`src/hdl/pfs_pkg.sv`:
```
// Pin function select package: register map, masks, codes, structs.
// Assumes an 8-bit CPU register port and one system clock.
package pfs_pkg;

   // ----------------------------------------------------------------
   // Register indices (byte-wide registers on the plain port)
   // ----------------------------------------------------------------
   localparam logic [3:0] PFS_ADDR_PB_LO  = 4'h0;
   localparam logic [3:0] PFS_ADDR_PB_HI  = 4'h1;
   localparam logic [3:0] PFS_ADDR_PC_LO  = 4'h2;
   localparam logic [3:0] PFS_ADDR_PC_HI  = 4'h3;
   localparam logic [3:0] PFS_ADDR_PD_LO  = 4'h4;
   localparam logic [3:0] PFS_ADDR_PD_HI  = 4'h5;
   localparam logic [3:0] PFS_ADDR_PE_LO  = 4'h6;
   localparam logic [3:0] PFS_ADDR_PE_HI  = 4'h7;
   localparam logic [3:0] PFS_ADDR_PF_LO  = 4'h8;
   localparam logic [3:0] PFS_ADDR_PF_HI  = 4'h9;
   localparam logic [3:0] PFS_ADDR_PG     = 4'ha;
   localparam logic [3:0] PFS_ADDR_TMR_IN = 4'hb;
   localparam logic [3:0] PFS_ADDR_SER_IN = 4'hc;
   localparam int         PFS_NUM_REGS    = 13;

   // ----------------------------------------------------------------
   // Implemented-bit masks and reset values
   // ----------------------------------------------------------------
   localparam logic [7:0] PFS_MASK_FULL   = 8'hff;
   localparam logic [7:0] PFS_MASK_PB_HI  = 8'hc0;
   localparam logic [7:0] PFS_MASK_PC_HI  = 8'h0f;
   localparam logic [7:0] PFS_MASK_PG     = 8'h3f;
   localparam logic [7:0] PFS_MASK_TMR_IN = 8'he9;
   localparam logic [7:0] PFS_MASK_SER_IN = 8'h70;
   localparam logic [7:0] PFS_RESET_VAL   = 8'h00;
   localparam logic [7:0] PFS_READ_UNMAP  = 8'h00;

   // Input source bit positions
   localparam int PFS_BIT_T2_CAP  = 7;
   localparam int PFS_BIT_T1_CAP  = 6;
   localparam int PFS_BIT_T0_CAP  = 5;
   localparam int PFS_BIT_T2_CLK  = 3;
   localparam int PFS_BIT_STD_CLK = 0;
   localparam int PFS_BIT_ALT_CS  = 6;
   localparam int PFS_BIT_ALT_DI  = 5;
   localparam int PFS_BIT_ALT_CK  = 4;

   // Two-bit function codes
   localparam logic [1:0] PFS_CODE_0 = 2'h0;
   localparam logic [1:0] PFS_CODE_1 = 2'h1;
   localparam logic [1:0] PFS_CODE_2 = 2'h2;
   localparam logic [1:0] PFS_CODE_3 = 2'h3;

   // ----------------------------------------------------------------
   // Carrier structs
   // ----------------------------------------------------------------
   typedef struct packed {
      logic [3:0] addr;
      logic [7:0] wdata;
      logic       wr;
      logic       rd;
   } pfs_bus_req_type;

   // Peripheral-facing input selections (one bit per pin-level input)
   typedef struct packed {
      logic t2_cap;
      logic t1_cap;
      logic t0_cap;
      logic t2_clk;
      logic std_clk;
      logic alt_cs;
      logic alt_di;
      logic alt_ck;
   } pfs_periph_in_type;

endpackage

```
`src/hdl/pfs_pin_function_select.sv`:
```
// Pin function select: per-pin function registers for ports B..G and
// the timer and alternate serial input-source selectors.
// Assumes pins and peripheral signals are synchronous to clk_sys.
//
// Functional notes
// - PB3 field: 00 gpio, 01 column 40, 10 alt data in, 11 data out.
// - PB2 field: 00 gpio, 01 column 41, 10 chip select, 11 alt clock.
// - PB1 field: 00 gpio/external_interrupt_one, 01 column 42, 10 inverted std timer, 11 ovp.
// - PB0 field: 00 gpio, 01 column 43, 10 shared serial clock, 11 ovp.
// - PB7 field: gpio for 00/01/10, bias gate for 11.
// - Unimplemented register bits ignore writes and read zero.
// - PC3 field: gpio plus timer2 clock for 00/01/10, adc input 1 for 11.
// - PC2 field: 00 gpio/t2 capture, 01 t2 out, 10 vref, 11 adc 0.
// - PC1 field: gpio plus timer1 clock for 00/01/10, adc input 3 for 11.
// - PC0 field: 00/01 gpio/t1 capture, 10 t1 out, 11 adc 2.
// - PC5 field: 00/01 gpio, 10 uart1 transmit, 11 alt data out.
// - PC4 field: 00/01 gpio, 10 uart1 receive, 11 alt chip select.
// - PD0..3: 00/01 gpio, 10 columns 0..3, 11 backplanes 4..7.
// - PD4..7: gpio for 00/01/10, columns 36..39 for 11.
// - PE0..7: gpio for 00/01/10, columns 28..35 for 11.
// - PF0..7: gpio for 00/01/10, columns 20..27 for 11.
// - PG0..2: 00/01 gpio, 10 pump nodes, 11 columns 45..47.
// - Source bits pick timer 1/2 captures and timer2/standard timer clock inputs between two pins.
// - Timer0 capture from PA0, or internal overvoltage irq when set.
// - Alt serial select, data in and clock each pick between two pins.
module pfs_pin_function_select
   import pfs_pkg::*;
(
   input  wire logic              clk_sys,
   input  wire logic              reset,
   input  wire pfs_bus_req_type   bus_req,
   output      logic [7:0]        rdata,
   // Port input pin levels (bit n of each port)
   input  wire logic [7:0]        pin_a_in,
   input  wire logic [7:0]        pin_b_in,
   input  wire logic [7:0]        pin_c_in,
   // Port output pin drive and enable from the gpio logic
   input  wire logic [7:0]        gpio_b_out,
   input  wire logic [7:0]        gpio_b_oe,
   input  wire logic [7:0]        gpio_c_out,
   input  wire logic [7:0]        gpio_c_oe,
   // Peripheral outputs that may reach a pin, plus the overvoltage irq for timer0 capture
   input  wire logic              standard_timer_out_inverted,
   input  wire logic              serial_data_out,
   input  wire logic              serial_chip_select,
   input  wire logic              serial_alt_clock_out,
   input  wire logic              serial_clock_shared,
   input  wire logic              serial_alt_data_out,
   input  wire logic              periodic_timer1_out,
   input  wire logic              periodic_timer2_out,
   input  wire logic              uart_one_transmit,
   input  wire logic              overvoltage_irq,
   // Final pin drive for ports B and C
   output      logic [7:0]        pin_b_out,
   output      logic [7:0]        pin_b_oe,
   output      logic [7:0]        pin_c_out,
   output      logic [7:0]        pin_c_oe,
   // Peripheral inputs: periph_in after source selection, the other three straight from their pins
   output      pfs_periph_in_type periph_in,
   output      logic              external_interrupt_one,
   output      logic              periodic_timer1_clock_in,
   output      logic              uart_one_receive,
   // Analog and LCD enables, one bit per function
   output      logic [3:0]        adc_input_en,
   output      logic              adc_vref_en,
   output      logic [3:0]        lcd_column_low_en,
   output      logic [3:0]        lcd_backplane_en,
   output      logic [19:0]       lcd_column_mid_en,
   output      logic [7:0]        lcd_column_high_en,
   output      logic              lcd_bias_gate,
   output      logic [2:0]        pump_node_en,
   output      logic [1:0]        overvoltage_input_en
);

   // ----------------------------------------------------------------
   // Register storage
   // ----------------------------------------------------------------
   logic [7:0] sel_q [PFS_NUM_REGS];
   logic [7:0] rdata_q;

   // Which bits each register really implements
   localparam logic [7:0] REG_MASK [PFS_NUM_REGS] = '{PFS_MASK_FULL,
      PFS_MASK_PB_HI, PFS_MASK_FULL, PFS_MASK_PC_HI, PFS_MASK_FULL,
      PFS_MASK_FULL, PFS_MASK_FULL, PFS_MASK_FULL, PFS_MASK_FULL,
      PFS_MASK_FULL, PFS_MASK_PG, PFS_MASK_TMR_IN, PFS_MASK_SER_IN};

   // Address decode: anything past the last register is unmapped
   wire addr_hit = int'(bus_req.addr) < PFS_NUM_REGS;

   // Masked write per register; masking at write keeps the flops of
   // unimplemented bits at zero so they need no read-side gating
   genvar gi;
   generate
      for (gi = 0; gi < PFS_NUM_REGS; gi++) begin : g_reg
         wire wr_hit = bus_req.wr && (int'(bus_req.addr) == gi);
         always_ff @(posedge clk_sys) begin
            if (reset) begin
               sel_q[gi] <= PFS_RESET_VAL;
            end else if (wr_hit) begin
               sel_q[gi] <= bus_req.wdata & REG_MASK[gi];
            end
         end
      end
   endgenerate

   // ----------------------------------------------------------------
   // Read port: data stands one cycle after the strobe, zero otherwise
   // ----------------------------------------------------------------
   wire [7:0] rd_sel = addr_hit ? sel_q[bus_req.addr] : PFS_READ_UNMAP;

   always_ff @(posedge clk_sys) begin
      rdata_q <= (bus_req.rd && !reset) ? rd_sel : PFS_READ_UNMAP;
   end
   assign rdata = rdata_q;

   // ----------------------------------------------------------------
   // Field slicing
   // ----------------------------------------------------------------
   wire [1:0] f_pb3 = sel_q[0][7:6];
   wire [1:0] f_pb2 = sel_q[0][5:4];
   wire [1:0] f_pb1 = sel_q[0][3:2];
   wire [1:0] f_pb0 = sel_q[0][1:0];
   wire [1:0] f_pb7 = sel_q[1][7:6];
   wire [1:0] f_pc3 = sel_q[2][7:6];
   wire [1:0] f_pc2 = sel_q[2][5:4];
   wire [1:0] f_pc1 = sel_q[2][3:2];
   wire [1:0] f_pc0 = sel_q[2][1:0];
   wire [1:0] f_pc5 = sel_q[3][3:2];
   wire [1:0] f_pc4 = sel_q[3][1:0];
   wire [7:0] src_t = sel_q[11];
   wire [7:0] src_s = sel_q[12];

   // ----------------------------------------------------------------
   // Port B output mux; gpio keeps PB0..PB3 only at code 00, PB7 at any code but 11
   // ----------------------------------------------------------------
   wire pb3_lcd = f_pb3 == PFS_CODE_1;
   wire pb3_sdo = f_pb3 == PFS_CODE_3;
   wire pb2_lcd = f_pb2 == PFS_CODE_1;
   wire pb2_cs  = f_pb2 == PFS_CODE_2;
   wire pb2_ck  = f_pb2 == PFS_CODE_3;
   wire pb1_lcd = f_pb1 == PFS_CODE_1;
   wire pb1_stb = f_pb1 == PFS_CODE_2;
   wire pb1_ovp = f_pb1 == PFS_CODE_3;
   wire pb0_lcd = f_pb0 == PFS_CODE_1;
   wire pb0_sck = f_pb0 == PFS_CODE_2;
   wire pb0_ovp = f_pb0 == PFS_CODE_3;
   wire pb7_vg  = f_pb7 == PFS_CODE_3;

   // Pins given to analog, lcd or an input function float digitally
   wire [7:0] b_gpio = {~pb7_vg, 3'b111,
                        f_pb3 == PFS_CODE_0, f_pb2 == PFS_CODE_0,
                        f_pb1 == PFS_CODE_0, f_pb0 == PFS_CODE_0};
   wire [7:0] b_per_oe = {4'h0, pb3_sdo, pb2_cs | pb2_ck, pb1_stb,
                          pb0_sck};
   wire [7:0] b_per_out = {4'h0, serial_data_out,
      pb2_cs ? serial_chip_select : serial_alt_clock_out,
      standard_timer_out_inverted, serial_clock_shared};

   assign pin_b_out = (b_gpio & gpio_b_out) | (b_per_oe & b_per_out);
   assign pin_b_oe  = (b_gpio & gpio_b_oe) | b_per_oe;

   // ----------------------------------------------------------------
   // Port C output mux
   // ----------------------------------------------------------------
   wire pc2_t2o = f_pc2 == PFS_CODE_1;
   wire pc0_t1o = f_pc0 == PFS_CODE_2;
   wire pc5_tx  = f_pc5 == PFS_CODE_2;
   wire pc5_sdo = f_pc5 == PFS_CODE_3;
   wire pc4_rx  = f_pc4 == PFS_CODE_2;

   wire [7:0] c_gpio = {2'b11,
                        f_pc5 <= PFS_CODE_1, f_pc4 <= PFS_CODE_1,
                        f_pc3 != PFS_CODE_3, f_pc2 == PFS_CODE_0,
                        f_pc1 != PFS_CODE_3, f_pc0 <= PFS_CODE_1};
   wire [7:0] c_per_oe = {2'b00, pc5_tx | pc5_sdo, 1'b0, 1'b0,
                          pc2_t2o, 1'b0, pc0_t1o};
   wire [7:0] c_per_out = {2'b00,
      pc5_tx ? uart_one_transmit : serial_alt_data_out,
      2'b00, periodic_timer2_out, 1'b0, periodic_timer1_out};

   assign pin_c_out = (c_gpio & gpio_c_out) | (c_per_oe & c_per_out);
   assign pin_c_oe  = (c_gpio & gpio_c_oe) | c_per_oe;

   // ----------------------------------------------------------------
   // Analog, reference and overvoltage enables
   // ----------------------------------------------------------------
   assign adc_input_en = {f_pc1 == PFS_CODE_3,
                          f_pc0 == PFS_CODE_3,
                          f_pc3 == PFS_CODE_3,
                          f_pc2 == PFS_CODE_3};
   assign adc_vref_en = f_pc2 == PFS_CODE_2;
   assign overvoltage_input_en = {pb1_ovp, pb0_ovp};
   assign lcd_bias_gate = pb7_vg;

   // ----------------------------------------------------------------
   // LCD column and backplane enables, port B by plain assigns, ports D..G by generate loops
   // ----------------------------------------------------------------
   // Bits 19:16 = columns 40..43 (PB3..PB0), bits 15:0 = columns 20..35
   assign lcd_column_mid_en[19] = pb3_lcd;
   assign lcd_column_mid_en[18] = pb2_lcd;
   assign lcd_column_mid_en[17] = pb1_lcd;
   assign lcd_column_mid_en[16] = pb0_lcd;

   generate
      for (gi = 0; gi < 8; gi++) begin : g_lcd8
         // Port F 0..7 -> columns 20..27, port E 0..7 -> 28..35
         assign lcd_column_mid_en[gi] =
            sel_q[8 + gi / 4][2*(gi%4) +: 2] == PFS_CODE_3;
         assign lcd_column_mid_en[8 + gi] =
            sel_q[6 + gi / 4][2*(gi%4) +: 2] == PFS_CODE_3;
      end
      for (gi = 0; gi < 4; gi++) begin : g_lcd4
         wire [1:0] fd_lo = sel_q[4][2*gi +: 2];
         wire [1:0] fd_hi = sel_q[5][2*gi +: 2];
         assign lcd_column_low_en[gi] = fd_lo == PFS_CODE_2;
         assign lcd_backplane_en[gi]  = fd_lo == PFS_CODE_3;
         // Bits 3:0 = columns 36..39, bits 7:4 = columns 44..47
         assign lcd_column_high_en[gi] = fd_hi == PFS_CODE_3;
      end
      for (gi = 0; gi < 3; gi++) begin : g_pg
         wire [1:0] fg = sel_q[10][2*gi +: 2];
         assign pump_node_en[gi] = fg == PFS_CODE_2;
         assign lcd_column_high_en[5 + gi] = fg == PFS_CODE_3;
      end
   endgenerate
   // Column 44 sits on a port A pin, outside this block
   assign lcd_column_high_en[4] = 1'b0;

   // ----------------------------------------------------------------
   // Input source selection; the chosen pin is sampled whatever its
   // output field says, so software must keep the two consistent
   // ----------------------------------------------------------------
   assign periph_in.t2_cap  = src_t[PFS_BIT_T2_CAP] ? pin_c_in[2]
      : pin_a_in[4];
   assign periph_in.t1_cap  = src_t[PFS_BIT_T1_CAP] ? pin_c_in[0]
      : pin_a_in[3];
   assign periph_in.t0_cap  = src_t[PFS_BIT_T0_CAP] ? overvoltage_irq
      : pin_a_in[0];
   assign periph_in.t2_clk  = src_t[PFS_BIT_T2_CLK] ? pin_a_in[7]
      : pin_c_in[3];
   assign periph_in.std_clk = src_t[PFS_BIT_STD_CLK] ? pin_a_in[6]
      : pin_a_in[1];
   assign periph_in.alt_cs  = src_s[PFS_BIT_ALT_CS] ? pin_c_in[4]
      : pin_a_in[4];
   assign periph_in.alt_di  = src_s[PFS_BIT_ALT_DI] ? pin_b_in[3]
      : pin_a_in[6];
   assign periph_in.alt_ck  = src_s[PFS_BIT_ALT_CK] ? pin_b_in[2]
      : pin_a_in[5];

   // Inputs that share a pin with gpio follow the pin level directly
   assign external_interrupt_one   = pin_b_in[1];
   assign periodic_timer1_clock_in = pin_c_in[1];
   assign uart_one_receive         = pin_c_in[4];

endmodule

```
`config.mk`:
```
export PLATFORM = sky130hd
export DESIGN_NAME = pfs_pin_function_select
export DESIGN_NICKNAME = d
export VERILOG_FILES = /design/src/hdl/pfs_pkg.sv /design/src/hdl/pfs_pin_function_select.sv
export SDC_FILE = /design/constraint.sdc
export NUM_CORES = 1
export LEC_CHECK = 0
export ABC_CLOCK_PERIOD_IN_PS = 4010
export CAP_MARGIN = 20
export CORE_AREA = 8 8 131 133
export CTS_CLUSTER_DIAMETER = 200
export DETAILED_ROUTE_END_ITERATION = 10
export DIE_AREA = 0 0 139 141
export DONT_BUFFER_PORTS = 1
export GPL_ROUTABILITY_DRIVEN = 0
export GPL_TIMING_DRIVEN = 0
export PLACE_DENSITY_LB_ADDON = 0.12
export SETUP_SLACK_MARGIN = 0.15
export SLEW_MARGIN = 25
export SYNTH_ARGS = -nofsm -noshare
export SYNTH_HDL_FRONTEND = slang
export SYNTH_SLANG_ARGS = --single-unit
```
`constraint.sdc`:
```
create_clock -name clk_sys -period 4.01 [get_ports clk_sys]
set_input_delay 1.203 -clock clk_sys [delete_from_list [all_inputs] [get_ports clk_sys]]
set_output_delay 1.203 -clock clk_sys [all_outputs]
set_load 0.02 [all_outputs]
```
==> impl_metrics.yaml, run 1 <==
timing:
  rsz0062_at_grt: "false"
  tightest_slew_ps: 956
  setup_viol: 0
  min_period_ps: 2970
  maxSlewViolCount: 0
  slew_headroom: 0.362
  skew_ps: 5.33
  setup-tns-final_ps: 0
  fin_crit_sh: 0.741
  hold_violations: 0
  max_freq_mhz: 337
cts:
  cts_root_buf: "clkbuf_16"
  cts_buffers: 9
  clock_path_buffers: 2
  clkLatencyLatePin_ps: 340
  path_clk_slew_ps: 60
  htree_levels: 3
  clock-sinks: 92
  post-cts-setup-buffers: 0
  post_cts_resized: 0
  tritoncts: "done"
  ctsHoldBuffers: 0
drt:
  dr.max_layer_used: "met4"
  viasPerCell: 5.17
  wl_met3_mm: 1.38
  met2_length_mm: 7.34
  wl_per_cell_um: 24.0
  route.detailed.drc: 0
  wl_met1_mm: 6.14
  drt-total-wl_mm: 15.0
  dr.pass1.iters: 4
  drt_iter0_drc: 151
  vias: 3239
  ant_nets: 0
critical_path:
  crit_slowest_cell: "a22o_1"
  cp_slowest_stage_delay_ps: 320
  crit_required_ps: 2810
  crit_family: "compound AO/OA/AOI/OAI gates"
  crit_path_end_kind: "primary output"
  r2r_start: "sel_q[11][0]"
  path_class: "in -> out"
  cp-start-kind: "primary input"
  cp-startpoint: "serial_alt_clock_out"
  critPathArrivalTime_ps: 1770
  path_cells: "mux2_2 > a22o_1"
  path_buf_inv: 0
  crit_path_max_fanout: 1
floorplan:
  initial_core_util: 0.345
  die_width_um: 139
  die_h_um: 141
  die_area_um2: 19600
  coreArea_um2: 15000
  rows: 45
  ios: 180
layout:
  area_delta_synth_final_pct: 9.85
  n_fill_cell: 1452
  layout.nets: 515
  antenna_cells: 0
  mostFrequentLayoutCells: "and2_1, edfxtp_1, buf_4"
  stdcell_count: 626
  mostFrequentLayoutCell: "and2_1"
  postLayoutCoreUtil: 0.379
  fin_area_um2: 5680
  layout-drive-gt1-share: 0.185
yosys:
  synth_ff_type: "edfxtp_1"
  yosys.area.top_type: "edfxtp_1"
  synth_top_cell_area_share: 0.488
  netlist_instances: 422
  ys_ff_latch: 92
  syn-num-nets: 504
  seq_area_frac_synth: 0.519
  netlist_area_um2: 5170
  synth.area.top_cells: "edfxtp_1, and2_1, mux2i_1, dfxtp_1, buf_4"
  ys_types: 46
  syn_area_per_cell_um2: 12.3
  synth_edf_count: 84
  synth-warning-count: 0
  ys_async_sr_fraction: 0
global_routing:
  grt.total_usage: 0.151
  grt_pass1_vias: 3444
  antenna_found_initial: 0
  grt_max_degree: 15
  gr-total-overflow: 0
  grt_pass1_wl_mm: 21.9
pwr:
  p_leak_nw: 2.09
  finalPower_w: 0.00226
  power_density_nw_per_um2: 398
  ir_drop_mv: 0.167
place:
  place_inst: 610
  placed_cell_area_um2: 5410
  numPortBuffers: 0
  hpwl_mm: 11.7
status:
  status: "finished clean"
job:
  drv_cap: 0
min_path:
  min_path_type: "reg -> reg"
  worstHoldStart: "sel_q[3][0]"
==> per-layer routing <==
layer | global-route usage | vias to the layer above
met2 | 0.261 | 136
met5 | 0 | -
met3 | 0.0601 | 10
li1 | - | 1517
met4 | 0.0393 | 0
met1 | 0.172 | 1576
==> flip-flops by register name, indices dropped and copies added, names as in the netlist <==
register,flops
rdata,8
sel_q,84
==> per-stage QoR <==
stage	setup slack [ps]	hold WS, ps
after detailed placement	1040	681
after CTS	1040	694
after global routing	1040	726
after global placement	1050	693
after floorplan	1060	549
final	1040	687
==> kinds of logic (layout without fill, tap and decap cells) <==
group | count (synthesis) | after routing | synth area share
and+or+nand+nor | 199 | 199 | 0.250
DFF | 92 | 92 | 0.519
AOI/OAI and AO/OA | 46 | 46 | 0.0641
buffers and inverters | 44 | 60 | 0.0566
muxes | 40 | 40 | 0.110
other | 1 | 1 | 0.000725
==> worst paths after layout <==
check / slack [ps] / depth (start not counted) / end
hold reg to reg: 690 / 3 / rdata[0]
setup / recovery: 1040 / 2 / pin_b_out[2]
hold / removal: 690 / 3 / rdata[0]
setup reg to reg: 2440 / 3 / rdata[0]
==> synthesized netlist by cell type (5+ instances only) <==
| cell type | instances |
|---|---|
| and2_1 | 108 |
| edfxtp_1 | 84 |
| buf_4 | 21 |
| nor2b_1 | 20 |
| mux2i_1 | 18 |
| nor2_1 | 16 |
| o21bai_1 | 13 |
| and3_1 | 11 |
| mux2_2 | 11 |
| clkbuf_1 | 8 |
| dfxtp_1 | 8 |
| mux4_2 | 7 |
| nand2b_1 | 7 |
| a31oi_1 | 6 |
| buf_2 | 6 |
| nand2_1 | 6 |
| o21ai_0 | 6 |
| nor3_2 | 5 |
==> power breakdown <==
part	switching (W)	total, W	internal [W]
clock	0.000342	0.000798	0.000456
sequential	0.0000437	0.00115	0.00110
combinational	0.000207	0.000313	0.000106
total	0.000593	0.00226	0.00167
==> cell type report <==
| class | instances | area, um^2 | area share |
|---|---|---|---|
| multi-input cells | 286 | 2190 | 0.386 |
| plain buffers | 40 | 278 | 0.0489 |
| clock inverters | 1 | 6.26 | 0.00110 |
| inverters | 4 | 15.0 | 0.00264 |
| well taps | 188 | 235 | 0.0414 |
| clock buffers | 15 | 268 | 0.0471 |
| flip-flops and latches | 92 | 2680 | 0.472 |
Power figures use the tool's default switching activity.
==> run 2: changes to the inputs <==
--- a/config.mk
+++ b/config.mk
@@ -5,12 +5,13 @@
 export SDC_FILE = /design/constraint.sdc
 export NUM_CORES = 1
 export LEC_CHECK = 0
-export ABC_CLOCK_PERIOD_IN_PS = 4010
+export ABC_AREA = 1
+export ABC_CLOCK_PERIOD_IN_PS = 2500
 export CAP_MARGIN = 20
-export CORE_AREA = 8 8 131 133
+export CORE_AREA = 8 8 130 132
 export CTS_CLUSTER_DIAMETER = 200
 export DETAILED_ROUTE_END_ITERATION = 10
-export DIE_AREA = 0 0 139 141
+export DIE_AREA = 0 0 138 140
 export DONT_BUFFER_PORTS = 1
 export GPL_ROUTABILITY_DRIVEN = 0
 export GPL_TIMING_DRIVEN = 0
==> constraint.sdc (replaced) <==
create_clock -name clk_sys -period 2.5 [get_ports clk_sys]
set_input_delay 0.75 -clock clk_sys [delete_from_list [all_inputs] [get_ports clk_sys]]
set_output_delay 0.75 -clock clk_sys [all_outputs]
set_load 0.02 [all_outputs]
==> run 2 against run 1 <==
Effect of this change: global-route usage increased by 1.5 points; die area decreased by 1.4%; hold slack got worse by 91 ps; core utilization decreased by 0.46 points; via count increased by 28%; clock power increased by 54%; clock skew increased by 3.5 ps; total power increased by 60%; setup slack got worse by 780 ps; count of clock-buffer cells in the layout decreased by 4; largest power group unchanged.
==> impl_metrics.yaml, run 2 <==
global_routing:
  grt_pass1_wl_mm: 24.6
  grt_pass1_vias: 4264
  gr-total-overflow: 0
  antenna_found_initial: 0
  grt.total_usage: 0.166
  grt_max_degree: 15
layout:
  largest-register: "sel_q"
  n_fill_cell: 1603
  layout-drive-gt1-share: 0.100
  mostFrequentLayoutCell: "nand2_1"
  largest_register_ffs: 84
  antenna_cells: 0
  mostFrequentLayoutCells: "nand2_1, nor2_1, inv_1"
  area_delta_synth_final_pct: 9.80
  layout.nets: 744
timing:
  rsz0062_at_grt: "false"
  min_period_ps: 2240
  hold_violations: 0
  setup-tns-final_ps: 0
  tightest_slew_ps: 833
  skew_ps: 8.80
  maxSlewViolCount: 0
  slew_headroom: 0.439
  max_freq_mhz: 446
  setup_viol: 0
  fin_crit_sh: 0.896
floorplan:
  ios: 180
  coreArea_um2: 14900
  initial_core_util: 0.341
  rows: 45
  die_width_um: 138
  die_area_um2: 19300
  die_h_um: 140
drt:
  wl_per_cell_um: 18.9
  ant_nets: 0
  vias: 4139
  dr.max_layer_used: "met4"
  route.detailed.drc: 0
  wl_met1_mm: 6.84
  drt-total-wl_mm: 16.1
  dr.pass1.iters: 5
  viasPerCell: 4.84
  wl_met3_mm: 1.52
  met2_length_mm: 7.55
  drt_iter0_drc: 342
yosys:
  syn-num-nets: 733
  seq_area_frac_synth: 0.529
  synth_edf_count: 84
  synth_top_cell_area_share: 0.497
  netlist_area_um2: 5070
  synth.area.top_cells: "edfxtp_1, nand2_1, nor2_1, inv_1, nand3_1"
  yosys.area.top_type: "edfxtp_1"
  ys_ff_latch: 92
  synth.top_cells.by_count: "nand2_1, nor2_1, inv_1"
  netlist_instances: 651
  yosysMostFrequentCell: "nand2_1"
  syn_area_per_cell_um2: 7.79
  ys_async_sr_fraction: 0
  synth_ff_type: "edfxtp_1"
  synth-warning-count: 0
  ys_types: 26
cts:
  clock_path_buffers: 2
  cts_buffers: 9
  tritoncts: "done"
  cts_root_buf: "clkbuf_16"
  clock-sinks: 92
  htree_levels: 3
  clkLatencyLatePin_ps: 350
  ctsHoldBuffers: 0
  path_clk_slew_ps: 60
critical_path:
  cp-start-kind: "flip-flop"
  path_class: "reg -> out"
  crit_path_max_fanout: 5
  crit_required_ps: 1750
  crit_path_end_kind: "primary output"
  critPathArrivalTime_ps: 1490
pwr:
  ir_drop_mv: 0.382
  power_density_nw_per_um2: 648
  finalPower_w: 0.00361
  p_leak_nw: 2.70
place:
  numPortBuffers: 0
  hpwl_mm: 12.3
job:
  drv_cap: 0
status:
  status: "finished clean"
min_path:
  min_path_type: "in -> reg"
## run 2: final timing paths
| kind | from | endpoint | slack (ps) | cells after the start |
|---|---|---|---|---|
| hold / removal | reset | rdata[6] | 600 | 3 |
| setup / recovery | sel_q[0][6] | pin_b_oe[3] | 260 | 2 |
| hold reg to reg | sel_q[12][6] | rdata[6] | 680 | 4 |
| setup reg to reg | sel_q[2][4] | rdata[4] | 1330 | 6 |
## run 2: logic make-up after synthesis
group,after synthesis,share of synthesized area
AND/OR/NAND/NOR,394,0.317
buffers and inverters,135,0.120
flip-flops,92,0.529
AO/OA/AOI/OAI,26,0.0264
multiplexers,3,0.00666
other,1,0.000739
## run 2: where the power goes
| part | internal [W] | leakage (nW) | switching [W] |
|---|---|---|---|
| Sequential | 0.00177 | 0.870 | 0.0000710 |
| Combinational | 0.000125 | 1.71 | 0.000407 |
| Clock | 0.000668 | 0.126 | 0.000565 |
## run 2: critical path, stage by stage (launching register included)
cell	delay, ps
edfxtp_1	450
or2_2	340
o21ai_1	360
## run 2: metrics by stage
stage / std cells / cell area [um^2] / utilization / setup slack [ps] / hold slack [ps]
global placement: 839 / 5310 / 0.357 / -185 / 656
CTS: 855 / 5570 / 0.375 / 234 / 583
global route: 855 / 5570 / 0.375 / 159 / 620
floorplan: 651 / 5070 / - / 258 / 566
finish: 855 / 5570 / 0.375 / 259 / 596
detailed placement: 839 / 5310 / 0.357 / 22.5 / 669
## run 2: cell type report
class / count / area, um^2 / share of cell area
Tap cell: 188 / 235 / 0.0422
Inverter: 94 / 353 / 0.0634
Buffer: 41 / 258 / 0.0463
Clock inverter: 5 / 28.8 / 0.00517
Multi-Input combinational cell: 424 / 1780 / 0.319
Sequential cell: 92 / 2680 / 0.482
Clock buffer: 11 / 233 / 0.0418
## run 2: timing repair
| action | CTS | global route |
|---|---|---|
| buffers inserted | 0 | 0 |
| setup endpoints to repair | 2 | 0 |
| resized for setup | 2 | 0 |
## run 2: per-layer routing
layer,vias up,GRT usage
li1,2022,-
met2,196,0.268
met3,15,0.0619
met1,1906,0.204
met4,0,0.0452
met5,-,0
==> run 3: changes to the inputs <==
--- a/config.mk
+++ b/config.mk
@@ -15,7 +15,7 @@
 export DONT_BUFFER_PORTS = 1
 export GPL_ROUTABILITY_DRIVEN = 0
 export GPL_TIMING_DRIVEN = 0
-export PLACE_DENSITY_LB_ADDON = 0.12
+export PLACE_DENSITY = 0.58
 export SETUP_SLACK_MARGIN = 0.15
 export SLEW_MARGIN = 25
 export SYNTH_ARGS = -nofsm -noshare
==> run 3 against run 2 <==
Effect of this change: combinational power decreased by 1%; clock skew is 0.98 ps lower; critical path depth is the same; non-clock buffer count did not move; maximum frequency fell by 0.29%; setup slack lost 6.5 ps; sequential power hardly changed; via count rose by 1.8%; die area stayed put; largest cell class unchanged.
==> impl_metrics.yaml, run 3 (synthesis gave the netlist of run 2 again) <==
status:
  status: "finished clean"
layout:
  largest-register: "sel_q"
  mostFrequentLayoutCells: "nand2_1, nor2_1, inv_1"
  area_delta_synth_final_pct: 10.4
  layout.nets: 744
  antenna_cells: 0
  layout-drive-gt1-share: 0.106
  largest_register_ffs: 84
  stdcell_count: 855
  mostFrequentLayoutCell: "nand2_1"
  fin_area_um2: 5600
drt:
  wl_per_cell_um: 18.2
  drt_iter0_drc: 316
  viasPerCell: 4.93
  route.detailed.drc: 0
  vias: 4212
  drt-total-wl_mm: 15.6
  dr.pass1.iters: 5
  ant_nets: 0
timing:
  slew_headroom: 0.441
  min_period_ps: 2250
  hold_violations: 0
  skew_ps: 7.81
  setup_viol: 0
  fin_crit_sh: 0.899
  rsz0062_at_grt: "false"
  maxSlewViolCount: 0
  setup-tns-final_ps: 0
  max_freq_mhz: 445
  worst_slack_ps: 252
  tightest_slew_ps: 830
floorplan:
  coreArea_um2: 14900
  die_width_um: 138
  ios: 180
  die_area_um2: 19300
  rows: 45
  initial_core_util: 0.341
  die_h_um: 140
global_routing:
  grt_pass1_vias: 4324
  grt_max_degree: 16
  gr-total-overflow: 0
  antenna_found_initial: 0
  grt.total_usage: 0.161
  grt_pass1_wl_mm: 24.4
cts:
  clkLatencyLatePin_ps: 350
  path_clk_slew_ps: 60
  cts_root_buf: "clkbuf_16"
  cts_buffers: 9
  clock_path_buffers: 2
  clock-sinks: 92
  tritoncts: "done"
  post-cts-setup-buffers: 0
  htree_levels: 3
place:
  place_inst: 839
  placed_cell_area_um2: 5310
  place_ws_ps: -141
  numPortBuffers: 0
  hpwl_mm: 12.3
critical_path:
  crit_path_end_kind: "primary output"
  crit_required_ps: 1750
  critPathArrivalTime_ps: 1500
  cp-start-kind: "flip-flop"
  path_class: "reg -> out"
  crit_path_max_fanout: 5
job:
  drv_cap: 0
min_path:
  min_path_type: "in -> reg"
pwr:
  ir_drop_mv: 0.302
  p_leak_nw: 2.72
  power_density_nw_per_um2: 665
  finalPower_w: 0.00372
[run 3: cell types whose count changed in the layout (fill, tap and decap cells not counted)]
cell / delta
clkinv_1: -3
clkinv_2: +2
inv_6: +1
clkinv_4: -2
bufinv_16: +1
clkinvlp_4: +2
clkbuf_1: -1
[run 3: path summary, 6_finish.rpt]
kind / start / end / slack, ps / cells after the start
setup / recovery: sel_q[0][6] / pin_b_out[3] / 250 / 2
hold / removal: reset / rdata[6] / 600 / 3
setup reg to reg: sel_q[4][3] / rdata[3] / 1350 / 8
hold reg to reg: sel_q[12][6] / rdata[6] / 670 / 4
[run 3: metal layers]
layer	vias up	GRT usage	share of wire
li1	2023	-	-
met1	1963	0.191	0.40
met2	200	0.267	0.48
met3	26	0.0571	0.10
met4	0	0.0503	0.022
met5	-	0	0
[run 3: repair_timing]
| action | 4_1_cts | 5_1_grt |
|---|---|---|
| setup endpoints to repair | 2 | 0 |
| hold buffers | 0 | 0 |
| resized for setup | 2 | 0 |
[run 3: power breakdown]
group	switching (W)	internal, W	leakage (nW)	total, W
Combinational	0.000401	0.000125	1.71	0.000526
Clock	0.000577	0.000775	0.139	0.00135
Sequential	0.0000753	0.00177	0.870	0.00185
Total	0.00105	0.00267	2.72	0.00372
[run 3: area by class of cell]
class                      instances  area, um^2
tap                              188         235
buffer                            41         258
multi-input combinational        424        1780
fill                            1602        9270
clock inverter                     6        63.8
inverter                          94         353
sequential                        92        2680
clock buffer                      10         229
[run 3: worst max-delay path, stage by stage (launching register included)]
cell	delay, ps
edfxtp_1	450
or2_2	330
o21ai_1	380
[run 3: metrics by stage]
stage          hold WS [ps]  utilization
5_1_grt                 613        0.377
3_5_place_dp            660        0.357
2_1_floorplan           566            -
4_1_cts                 595        0.377
6_report                600        0.377
3_3_place_gp            640        0.357
